<file path="config.mk">
export PLATFORM = sky130hd
export DESIGN_NAME = tirc_ctrl
export DESIGN_NICKNAME = d
export VERILOG_FILES = /design/src/rtl/tirc_sync.v /design/src/rtl/tirc_ctrl.v
export VERILOG_INCLUDE_DIRS = /design/src /design/src/rtl
export SDC_FILE = /design/constraint.sdc
export NUM_CORES = 1
export LEC_CHECK = 0
export BUFFER_PORTS_ARGS = -buffer_cell sky130_fd_sc_hd__buf_2
export CAP_MARGIN = 20
export CORE_MARGIN = 8
export CORE_UTILIZATION = 40
export CTS_CLUSTER_DIAMETER = 30
export CTS_CLUSTER_SIZE = 30
export DETAILED_ROUTE_END_ITERATION = 10
export PLACE_DENSITY_LB_ADDON = 0.12
export SYNTH_ARGS = -nofsm -noshare
export SYNTH_HDL_FRONTEND = slang
export SYNTH_SLANG_ARGS = --single-unit
</file>
<file path="constraint.sdc">
create_clock -name ref_clk -period 2.39 [get_ports ref_clk]
set_clock_uncertainty 0.15 [all_clocks]
set_input_delay 0.3585 -clock ref_clk [delete_from_list [all_inputs] [get_ports ref_clk]]
set_output_delay 0.3585 -clock ref_clk [all_outputs]
set_load 0.01 [all_outputs]
</file>
<file path="src/rtl/tirc_consts.vh">
// constants for the timer, interrupt and reset control block
`ifndef TIRC_CONSTS_VH
`define TIRC_CONSTS_VH

// ----------------------------------------------------------------
// clock and timing
// ----------------------------------------------------------------
`define TIRC_CLK_HZ          50000000
`define TIRC_TICK_FAST_NS    5000
`define TIRC_TICK_SLOW_NS    82000
`define TIRC_TICK_FAST_CYC   ((`TIRC_TICK_FAST_NS * (`TIRC_CLK_HZ / 1000000)) / 1000)
`define TIRC_TICK_SLOW_CYC   ((`TIRC_TICK_SLOW_NS * (`TIRC_CLK_HZ / 1000000)) / 1000)
`define TIRC_RST_MIN_NS      4000
`define TIRC_RST_MIN_CYC     (((`TIRC_RST_MIN_NS * (`TIRC_CLK_HZ / 1000000)) + 999) / 1000 + 1)

// ----------------------------------------------------------------
// reset values
// ----------------------------------------------------------------
`define TIRC_COUNT_RST       8'hFF
`define TIRC_DIR_RST         8'hFF
`define TIRC_PC_RST          16'h0000
`define TIRC_FLAGS_RST       8'h00

// ----------------------------------------------------------------
// interrupt vectors
// ----------------------------------------------------------------
`define TIRC_VEC_LEVEL       16'h0004
`define TIRC_VEC_TIMER       16'h0008
`define TIRC_VEC_EDGE        16'h0010

// ----------------------------------------------------------------
// source bit positions
// ----------------------------------------------------------------
`define TIRC_SRC_LEVEL       0
`define TIRC_SRC_TIMER       1
`define TIRC_SRC_EDGE        2

`endif

</file>
<file path="src/rtl/tirc_sync.v">
// two flip-flop synchroniser for one external level
module tirc_sync (
    ref_clk,
    resetn,
    async_in,
    sync_out
);
    input  wire ref_clk;   // block clock
    input  wire resetn;    // synchronous reset, active low
    input  wire async_in;  // pin level from outside
    output reg  sync_out;  // level after two stages

    reg meta_reg;          // first stage, read only by second

    // ------------------------------------------------------------
    // two stage capture
    // ------------------------------------------------------------
    always @(posedge ref_clk) begin
        if (!resetn) begin
            meta_reg <= 1'b0;
            sync_out <= 1'b0;
        end else begin
            meta_reg <= async_in;
            sync_out <= meta_reg;
        end
    end
endmodule // tirc_sync

</file>
<file path="src/rtl/tirc_ctrl.v">
// timer, vectored interrupt and reset sequencing control block
// Notes on behaviour
// - 8-bit counter ticked at 5us or 82us
// - counter idle until start instruction executes
// - count matching compare register raises timer request
// - compare register rewritable, new value used later
// - start sets timer flop, match clears it
// - three sources: two external, one timer
// - vectors 4, 8, 16 by priority
// - masked sources never cause a branch
// - reset low over 4us enters reset
// - reset clears enables and pending requests
// - reset clears halt flop, releases halt
// - reset sets port B direction all ones
// - reset clears every processor flag
// - reset presets count FFH, clears flop
// - reset clears program counter to zero
// - reset floats data bus and strobes

// shared offsets, reset values and timing counts, needed by the parameter defaults
`include "tirc_consts.vh"

module tirc_ctrl #(
    parameter RST_MIN_CYC = `TIRC_RST_MIN_CYC,   // reset filter length in cycles
    parameter TICK_FAST   = `TIRC_TICK_FAST_CYC, // fast prescaler period
    parameter TICK_SLOW   = `TIRC_TICK_SLOW_CYC  // slow prescaler period
) (
    ref_clk,
    resetn,
    reset_pin_n,
    start_timer_instruction,
    tick_slow_sel,
    compare_wr,
    compare_data,
    ext_level_irq,
    ext_edge_irq,
    int_enable_set,
    int_mask,
    irq_ack,
    halt_req,
    dir_wr,
    dir_data,
    flags_wr,
    flags_data,
    pc_load,
    pc_data,
    bus_drive_req,
    timer_flop_output,
    timer_count,
    irq_request,
    irq_vector,
    irq_pending,
    int_enable,
    halt_state,
    port_b_direction,
    cpu_flags,
    prog_counter,
    in_reset,
    ext_data_bus_oe,
    strobe_oe
);

    input  wire        ref_clk;                 // 50 MHz block clock
    input  wire        resetn;                  // synchronous system reset, active low
    input  wire        reset_pin_n;             // external reset pin, active low
    input  wire        start_timer_instruction; // one-cycle pulse from core
    input  wire        tick_slow_sel;           // 0: fast tick, 1: slow tick
    input  wire        compare_wr;              // write strobe for compare register
    input  wire [7:0]  compare_data;            // new compare value
    input  wire        ext_level_irq;           // level request pin, active high
    input  wire        ext_edge_irq;            // rising edge request pin
    input  wire        int_enable_set;          // core sets global enable
    input  wire [2:0]  int_mask;                // 1 masks that source
    input  wire        irq_ack;                 // core takes the offered vector
    input  wire        halt_req;                // core enters halt
    input  wire        dir_wr;                  // write port B direction
    input  wire [7:0]  dir_data;                // direction data
    input  wire        flags_wr;                // write processor flags
    input  wire [7:0]  flags_data;              // flag data
    input  wire        pc_load;                 // program counter load strobe
    input  wire [15:0] pc_data;                 // program counter value
    input  wire        bus_drive_req;           // core wants the bus driven
    output reg         timer_flop_output;       // timer flop to pin
    output reg  [7:0]  timer_count;             // current up-count
    output reg         irq_request;             // branch offered to core
    output reg  [15:0] irq_vector;              // vector of offered branch
    output reg  [2:0]  irq_pending;             // latched requests
    output reg         int_enable;              // global interrupt enable
    output reg         halt_state;              // halt flop
    output reg  [7:0]  port_b_direction;        // 1 = input
    output reg  [7:0]  cpu_flags;               // processor flags
    output reg  [15:0] prog_counter;            // program counter
    output reg         in_reset;                // reset condition active
    output reg         ext_data_bus_oe;         // data bus drive enable
    output reg         strobe_oe;               // read/write strobe drive enable

    // ------------------------------------------------------------
    // internal state
    // ------------------------------------------------------------
    wire        rst_pin_s;       // synchronised reset pin, high = low pin
    wire        lvl_s;           // synchronised level request
    wire        edg_s;           // synchronised edge request
    reg         edg_d_reg;       // previous edge input
    reg  [15:0] rst_cnt_reg;     // low-time counter on the reset pin
    reg  [15:0] pre_cnt_reg;     // prescaler counter
    reg         running_reg;     // timer started
    reg  [7:0]  compare_reg;     // timer compare value
    wire        tick;            // prescaler tick
    wire [7:0]  count_inc;       // next count
    wire        match;           // count hits compare
    wire        sys_rst;         // combined reset
    wire [2:0]  live;            // requests gated by mask and enable
    wire [15:0] tick_len;        // chosen prescaler period

    // ------------------------------------------------------------
    // synchronisers
    // ------------------------------------------------------------
    // reset pin synchronised
    tirc_sync u_sync_rst (
        .ref_clk  (ref_clk),
        .resetn   (resetn),
        .async_in (~reset_pin_n),
        .sync_out (rst_pin_s)
    );
    tirc_sync u_sync_lvl (
        .ref_clk  (ref_clk),
        .resetn   (resetn),
        .async_in (ext_level_irq),
        .sync_out (lvl_s)
    );
    tirc_sync u_sync_edg (
        .ref_clk  (ref_clk),
        .resetn   (resetn),
        .async_in (ext_edge_irq),
        .sync_out (edg_s)
    );

    // ------------------------------------------------------------
    // reset pin filter
    // ------------------------------------------------------------
    // pin must stay low the full minimum time
    // a pin glitch shorter than the filter restarts the count
    always @(posedge ref_clk) begin
        if (!resetn) begin
            rst_cnt_reg <= 16'h0000;
            in_reset    <= 1'b0;
        end else if (!rst_pin_s) begin
            rst_cnt_reg <= 16'h0000;
            in_reset    <= 1'b0;
        end else if (rst_cnt_reg < RST_MIN_CYC[15:0]) begin
            rst_cnt_reg <= rst_cnt_reg + 16'h0001;
        end else begin
            in_reset    <= 1'b1;
        end
    end

    assign sys_rst  = !resetn || in_reset;

    // ------------------------------------------------------------
    // prescaler and up-counter
    // ------------------------------------------------------------
    // two fixed tick rates
    assign tick_len  = tick_slow_sel ? TICK_SLOW[15:0] : TICK_FAST[15:0];
    assign tick      = running_reg && (pre_cnt_reg >= tick_len - 16'h0001);
    assign count_inc = timer_count + 8'h01;
    assign match     = tick && (count_inc == compare_reg);

    // timer run state, prescaler, count and flop
    always @(posedge ref_clk) begin
        if (sys_rst) begin
            timer_count       <= `TIRC_COUNT_RST;
            timer_flop_output <= 1'b0;
            running_reg       <= 1'b0;
            pre_cnt_reg       <= 16'h0000;
        end else if (start_timer_instruction) begin
            running_reg       <= 1'b1;
            pre_cnt_reg       <= 16'h0000;
            timer_count       <= 8'h00;
            timer_flop_output <= 1'b1;
        end else if (tick) begin
            pre_cnt_reg <= 16'h0000;
            if (match) begin
                timer_count       <= 8'h00;
                timer_flop_output <= 1'b0;
            end else begin
                timer_count <= count_inc;
            end
        end else if (running_reg) begin
            pre_cnt_reg <= pre_cnt_reg + 16'h0001;
        end
    end

    always @(posedge ref_clk) begin
        if (!resetn) begin
            compare_reg <= 8'hFF;
        end else if (compare_wr) begin
            compare_reg <= compare_data;
        end
    end

    // ------------------------------------------------------------
    // interrupt pending, priority and vector
    // ------------------------------------------------------------
    // mask and global enable gate each source
    assign live = irq_pending & ~int_mask & {3{int_enable}};

    always @(posedge ref_clk) begin
        if (sys_rst) begin
            irq_pending <= 3'b000;
            int_enable  <= 1'b0;
            irq_request <= 1'b0;
            irq_vector  <= 16'h0000;
            edg_d_reg   <= 1'b0;
        end else begin
            edg_d_reg <= edg_s;
            if (int_enable_set) begin
                int_enable <= 1'b1;
            end else if (irq_ack && irq_request) begin
                int_enable <= 1'b0;
            end
            irq_pending[`TIRC_SRC_LEVEL] <= lvl_s;
            // timer request; set wins over acknowledge
            if (match) begin
                irq_pending[`TIRC_SRC_TIMER] <= 1'b1;
            end else if (irq_ack && irq_request && irq_vector == `TIRC_VEC_TIMER) begin
                irq_pending[`TIRC_SRC_TIMER] <= 1'b0;
            end
            // rising edge latched; set wins over acknowledge
            if (edg_s && !edg_d_reg) begin
                irq_pending[`TIRC_SRC_EDGE] <= 1'b1;
            end else if (irq_ack && irq_request && irq_vector == `TIRC_VEC_EDGE) begin
                irq_pending[`TIRC_SRC_EDGE] <= 1'b0;
            end
            // lowest priority number wins, others wait
            if (irq_ack && irq_request) begin
                irq_request <= 1'b0;
            end else if (live[`TIRC_SRC_LEVEL]) begin
                irq_request <= 1'b1;
                irq_vector  <= `TIRC_VEC_LEVEL;
            end else if (live[`TIRC_SRC_TIMER]) begin
                irq_request <= 1'b1;
                irq_vector  <= `TIRC_VEC_TIMER;
            end else if (live[`TIRC_SRC_EDGE]) begin
                irq_request <= 1'b1;
                irq_vector  <= `TIRC_VEC_EDGE;
            end else begin
                irq_request <= 1'b0;
            end
        end
    end

    // ------------------------------------------------------------
    // core state under reset
    // ------------------------------------------------------------
    always @(posedge ref_clk) begin
        if (sys_rst) begin
            halt_state       <= 1'b0;
            port_b_direction <= `TIRC_DIR_RST;
            cpu_flags        <= `TIRC_FLAGS_RST;
            prog_counter     <= `TIRC_PC_RST;
            ext_data_bus_oe  <= 1'b0;
            strobe_oe        <= 1'b0;
        end else begin
            if (halt_req) begin
                halt_state <= 1'b1;
            end else if (irq_request) begin
                halt_state <= 1'b0;
            end
            if (dir_wr) begin
                port_b_direction <= dir_data;
            end
            if (flags_wr) begin
                cpu_flags <= flags_data;
            end
            if (pc_load) begin
                prog_counter <= pc_data;
            end
            ext_data_bus_oe <= bus_drive_req;
            strobe_oe       <= 1'b1;
        end
    end
endmodule // tirc_ctrl

</file>
==> results.txt <==
The total of buffers placed on input and output ports came out at 110. The cell count after synthesis came out at 466. The maximum number of pins on one net before global-route repair came out at 41. The number of global-route vias before repair came to 3587.

The number of sinks driven by the clock tree came out at 101. The power density over cell area is 610.9 nW/um^2. The later-pin clock latency in the skew report is 0.36 ns. The floorplan has 38 rows.

The detailed placement HPWL came out at 7.589 mm. The number of maximum-capacitance constraint violations is 0. The number of iterations in the first detailed-routing pass is 4. The DRC violation count after routing came out at 0. In the final routed layout, each cell accounts on average for 14.04 um. The global-route wire length before repair came out at 17.08 mm.

The commonest cells after synthesis are sky130_fd_sc_hd__dfxtp_1, sky130_fd_sc_hd__nor2_1, sky130_fd_sc_hd__mux2i_1, sky130_fd_sc_hd__nand2_1. The achievable clock frequency came out at 426.6 MHz. The worst setup path is launched from a register. In this run the tightest slew margin relative to its limit is 62.89%. Summing all multi-input logic gate instances after layout gives 2141 sq um. The worst-case setup slack after placement came out at -0.08755 ns. After global routing the overflow that remains totals 0.

Summing every instance area after synthesis gives 4298 sq um. The setup slack on the worst flop-to-flop path is 0.05 ns. The critical path is of the reg2reg type. The layout overhead on the synthesized area is 22.91%. The number of hold violations in the final report is 0. The endpoint identified for the worst register-to-register timing path is timer_flop_output$_SDFFE_PN0P_.

The total count of max-transition violations in the final report was 0. The share of synthesized flip-flops with an asynchronous set or reset is 0%. The required arrival time at the worst endpoint came out at 2.47 ns. For hold timing, the worst endpoint is u_sync_lvl.meta_reg$_SDFF_PN0_. The post-route minimum period came out at 2.344 ns. The number of cells on the worst hold path came out at 2.

The maximum count of clock buffers along a single path came out at 2. The count of different cell masters after synthesis is 51. The final period utilization is 98.09%. Setup repair after global routing could not meet its margin everywhere.

The area fraction of the dominant cell type after synthesis came out at 47.05%. The synthesized design spends more area on one cell type than any other, namely sky130_fd_sc_hd__dfxtp_1. The remaining number of nets flagged by the antenna check after routing is 0. The synthesis-stage register bit count came out at 101. The buffer cell driving the clock tree root is sky130_fd_sc_hd__clkbuf_8.

The maximum VDD drop is 264.3 uV. For the worst setup path, the data arrival time is 2.43 ns. The all-layer global routing usage is 14.24%.

For this run, the leading register cell type out of synthesis is sky130_fd_sc_hd__dfxtp_1. The element type at the critical path end is a register. The width of the die is 119.7 um.

The smallest setup slack after layout came out at 0.04576 ns. The die area is 14320 sq um. Ranked by total cell area, the synthesized netlist is headed by sky130_fd_sc_hd__dfxtp_1, sky130_fd_sc_hd__mux2i_1, sky130_fd_sc_hd__nor2_1. The total wirelength of the detailed-routed design is 10.22 mm. The I/O pin count came out at 124. The H-tree level count came out at 3.

The detailed-route vias per instance is 4.853. After clock tree synthesis, the clock-pin slew on the worst setup and hold paths is 0.09 ns. The number of cells on the worst reg-to-reg path came out at 7.

The repair_antennas step left the layout with diodes totalling 0. The warning count from the yosys run came out at 0. The initial antenna violation count is 0. After the first detailed-routing iteration, the DRC count stood at 209. In this run the worst path has a maximum fanout of 6.

Across the whole layout, storage elements account for 2027 sq um. The startpoint identified for the worst hold timing path is ext_level_irq. By instance count, the leading cell after synthesis is sky130_fd_sc_hd__dfxtp_1. The final estimated routing congestion in global placement is 0.8043. The worst-margin pin slew is 0.5561 ns.

The CTS tree is built. The path type of the worst min-delay path is in2reg. Counting flops with a built-in enable in the synthesized netlist gives 0. The fill cell total of the finished layout is 1054. For this block, the via count after detailed routing is 3533.

The run finished with clean final reports. Summed over all cells, the static leakage comes to 2.396 nW. Cells fill 49.60% of the core in the end. The final count of negative-setup-slack endpoints is 0. Measured along the y axis, the die boundary spans 119.7 um. The register area share after synthesis came out at 47.05%. The count of nets after finishing is 652. Once the floorplan was initialized, standard cells occupied 40.35% of the core. Buffers inserted during clock tree synthesis total 9. The core region area is 10650 sq um. The worst register-to-register path begins at timer_count[0]$_SDFFE_PN1P_. The mean cell area of the mapped netlist came out at 9.223 sq um. The ratio of cells with drive above 1 in the final layout is 27.72%.
[cells by family (layout without fill, tap and decap cells)]
family          Yosys count  count (layout)  synth area share, %
buf+inv                  52             161                6.230
other cells               1              13              0.08725
fa+ha+maj                11              11                3.202
xor+xnor                 24              24                4.891
mux                      41              41                9.549
compound gates           57              57                8.821
flops                   101             101                47.05
simple gates            179             180                20.17
[worst max-delay path, stage by stage (launching register included)]
cell,delay (ns)
sky130_fd_sc_hd__dfxtp_2,0.34
sky130_fd_sc_hd__ha_4,0.18
sky130_fd_sc_hd__and3_1,0.19
sky130_fd_sc_hd__a41oi_2,0.22
sky130_fd_sc_hd__a41oi_2,0.18
sky130_fd_sc_hd__or4_4,0.64
sky130_fd_sc_hd__nor3_4,0.23
sky130_fd_sc_hd__o22ai_2,0.08
[timing repair]
| item | in CTS | in global routing |
|---|---|---|
| gates resized for setup | 2 | 15 |
| setup buffers | 0 | 2 |
| endpoints found under the hold margin | 1 | 0 |
| gates cloned | 0 | 1 |
| setup endpoints to repair | 4 | 10 |
| pin swaps | 0 | 7 |
| hold buffers | 1 | 0 |
[report_power, final]
part           switching [mW]  total (mW)  internal, mW
registers              0.0449        1.80          1.75
logic                   0.255       0.467         0.211
clock network           0.581       0.965         0.384
total                   0.882        3.23          2.35
[layer usage]
metal	GRT usage [%]	vias to the layer above	part of all wire [%]	wire length [um]
li1	-	1821	-	-
met1	17.07	1596	46	4656
met2	23.44	100	46	4677
met3	3.899	16	6.8	695
met4	6.323	0	1.9	192
met5	0	-	0	0
[placed cells by master (no fill, tap or decap), types with 3 or more instances in the layout]
cell,synthesis,layout
sky130_fd_sc_hd__nor2b_1,4,4
sky130_fd_sc_hd__o21ai_0,13,11
sky130_fd_sc_hd__nand2b_1,4,4
sky130_fd_sc_hd__mux2i_1,41,41
sky130_fd_sc_hd__nor3_1,4,3
sky130_fd_sc_hd__buf_4,14,18
sky130_fd_sc_hd__xnor2_1,9,9
sky130_fd_sc_hd__nor4_1,6,6
sky130_fd_sc_hd__nand4_1,7,7
sky130_fd_sc_hd__dfxtp_2,0,4
sky130_fd_sc_hd__xor2_1,15,15
sky130_fd_sc_hd__dfxtp_1,101,97
sky130_fd_sc_hd__clkbuf_8,0,9
sky130_fd_sc_hd__inv_1,15,15
sky130_fd_sc_hd__nand2_1,40,40
sky130_fd_sc_hd__and3_1,12,11
sky130_fd_sc_hd__ha_1,11,10
sky130_fd_sc_hd__and2_1,10,10
sky130_fd_sc_hd__nand3_1,14,14
sky130_fd_sc_hd__a31oi_1,11,11
sky130_fd_sc_hd__nor2_1,63,63
sky130_fd_sc_hd__buf_2,4,110
sky130_fd_sc_hd__a21oi_1,9,9
sky130_fd_sc_hd__conb_1,1,13
sky130_fd_sc_hd__o2111ai_1,4,4
[layout make-up]
| cell class | instances | share of cell area, % |
|---|---|---|
| sequential | 101 | 38.37 |
| clock buffer | 11 | 2.487 |
| inverter | 15 | 1.066 |
| multi-input combinational | 326 | 40.53 |
| timing repair buffer | 130 | 13.55 |
| tap | 140 | 3.316 |
| clock inverter | 5 | 0.6869 |
[how the worst max path moves through the flow]
stage / startpoint / end / slack [ns]
floorplan: timer_count[0]$_SDFFE_PN1P_ / timer_count[3]$_SDFFE_PN1P_ / 0.006
global route: timer_count[0]$_SDFFE_PN1P_ / timer_count[2]$_SDFFE_PN1P_ / -0.03
detailed placement: timer_count[1]$_SDFFE_PN1P_ / timer_count[1]$_SDFFE_PN1P_ / -0.09
global placement: timer_count[1]$_SDFFE_PN1P_ / timer_count[1]$_SDFFE_PN1P_ / 0.003
CTS: timer_count[1]$_SDFFE_PN1P_ / timer_count[1]$_SDFFE_PN1P_ / -0.03
finish: timer_count[0]$_SDFFE_PN1P_ / timer_flop_output$_SDFFE_PN0P_ / 0.05
[through the flow]
step / std cells / power (mW) / setup TNS (ns) / area (sq um) / hold slack (ns)
3_5_place_dp: 708 / 2.272 / -0.1475 / 5012 / 0.2683
5_1_grt: 728 / 3.394 / -0.07153 / 5283 / 0.03796
4_1_cts: 725 / 3.253 / -0.02837 / 5195 / 0.03044
2_1_floorplan: 478 / 2.116 / 0 / 4358 / 0.2557
6_report: 728 / 3.227 / 0 / 5283 / 0.04617
3_3_place_gp: 708 / 2.262 / 0 / 5012 / 0.2603
(Power assumes the default switching activity.)
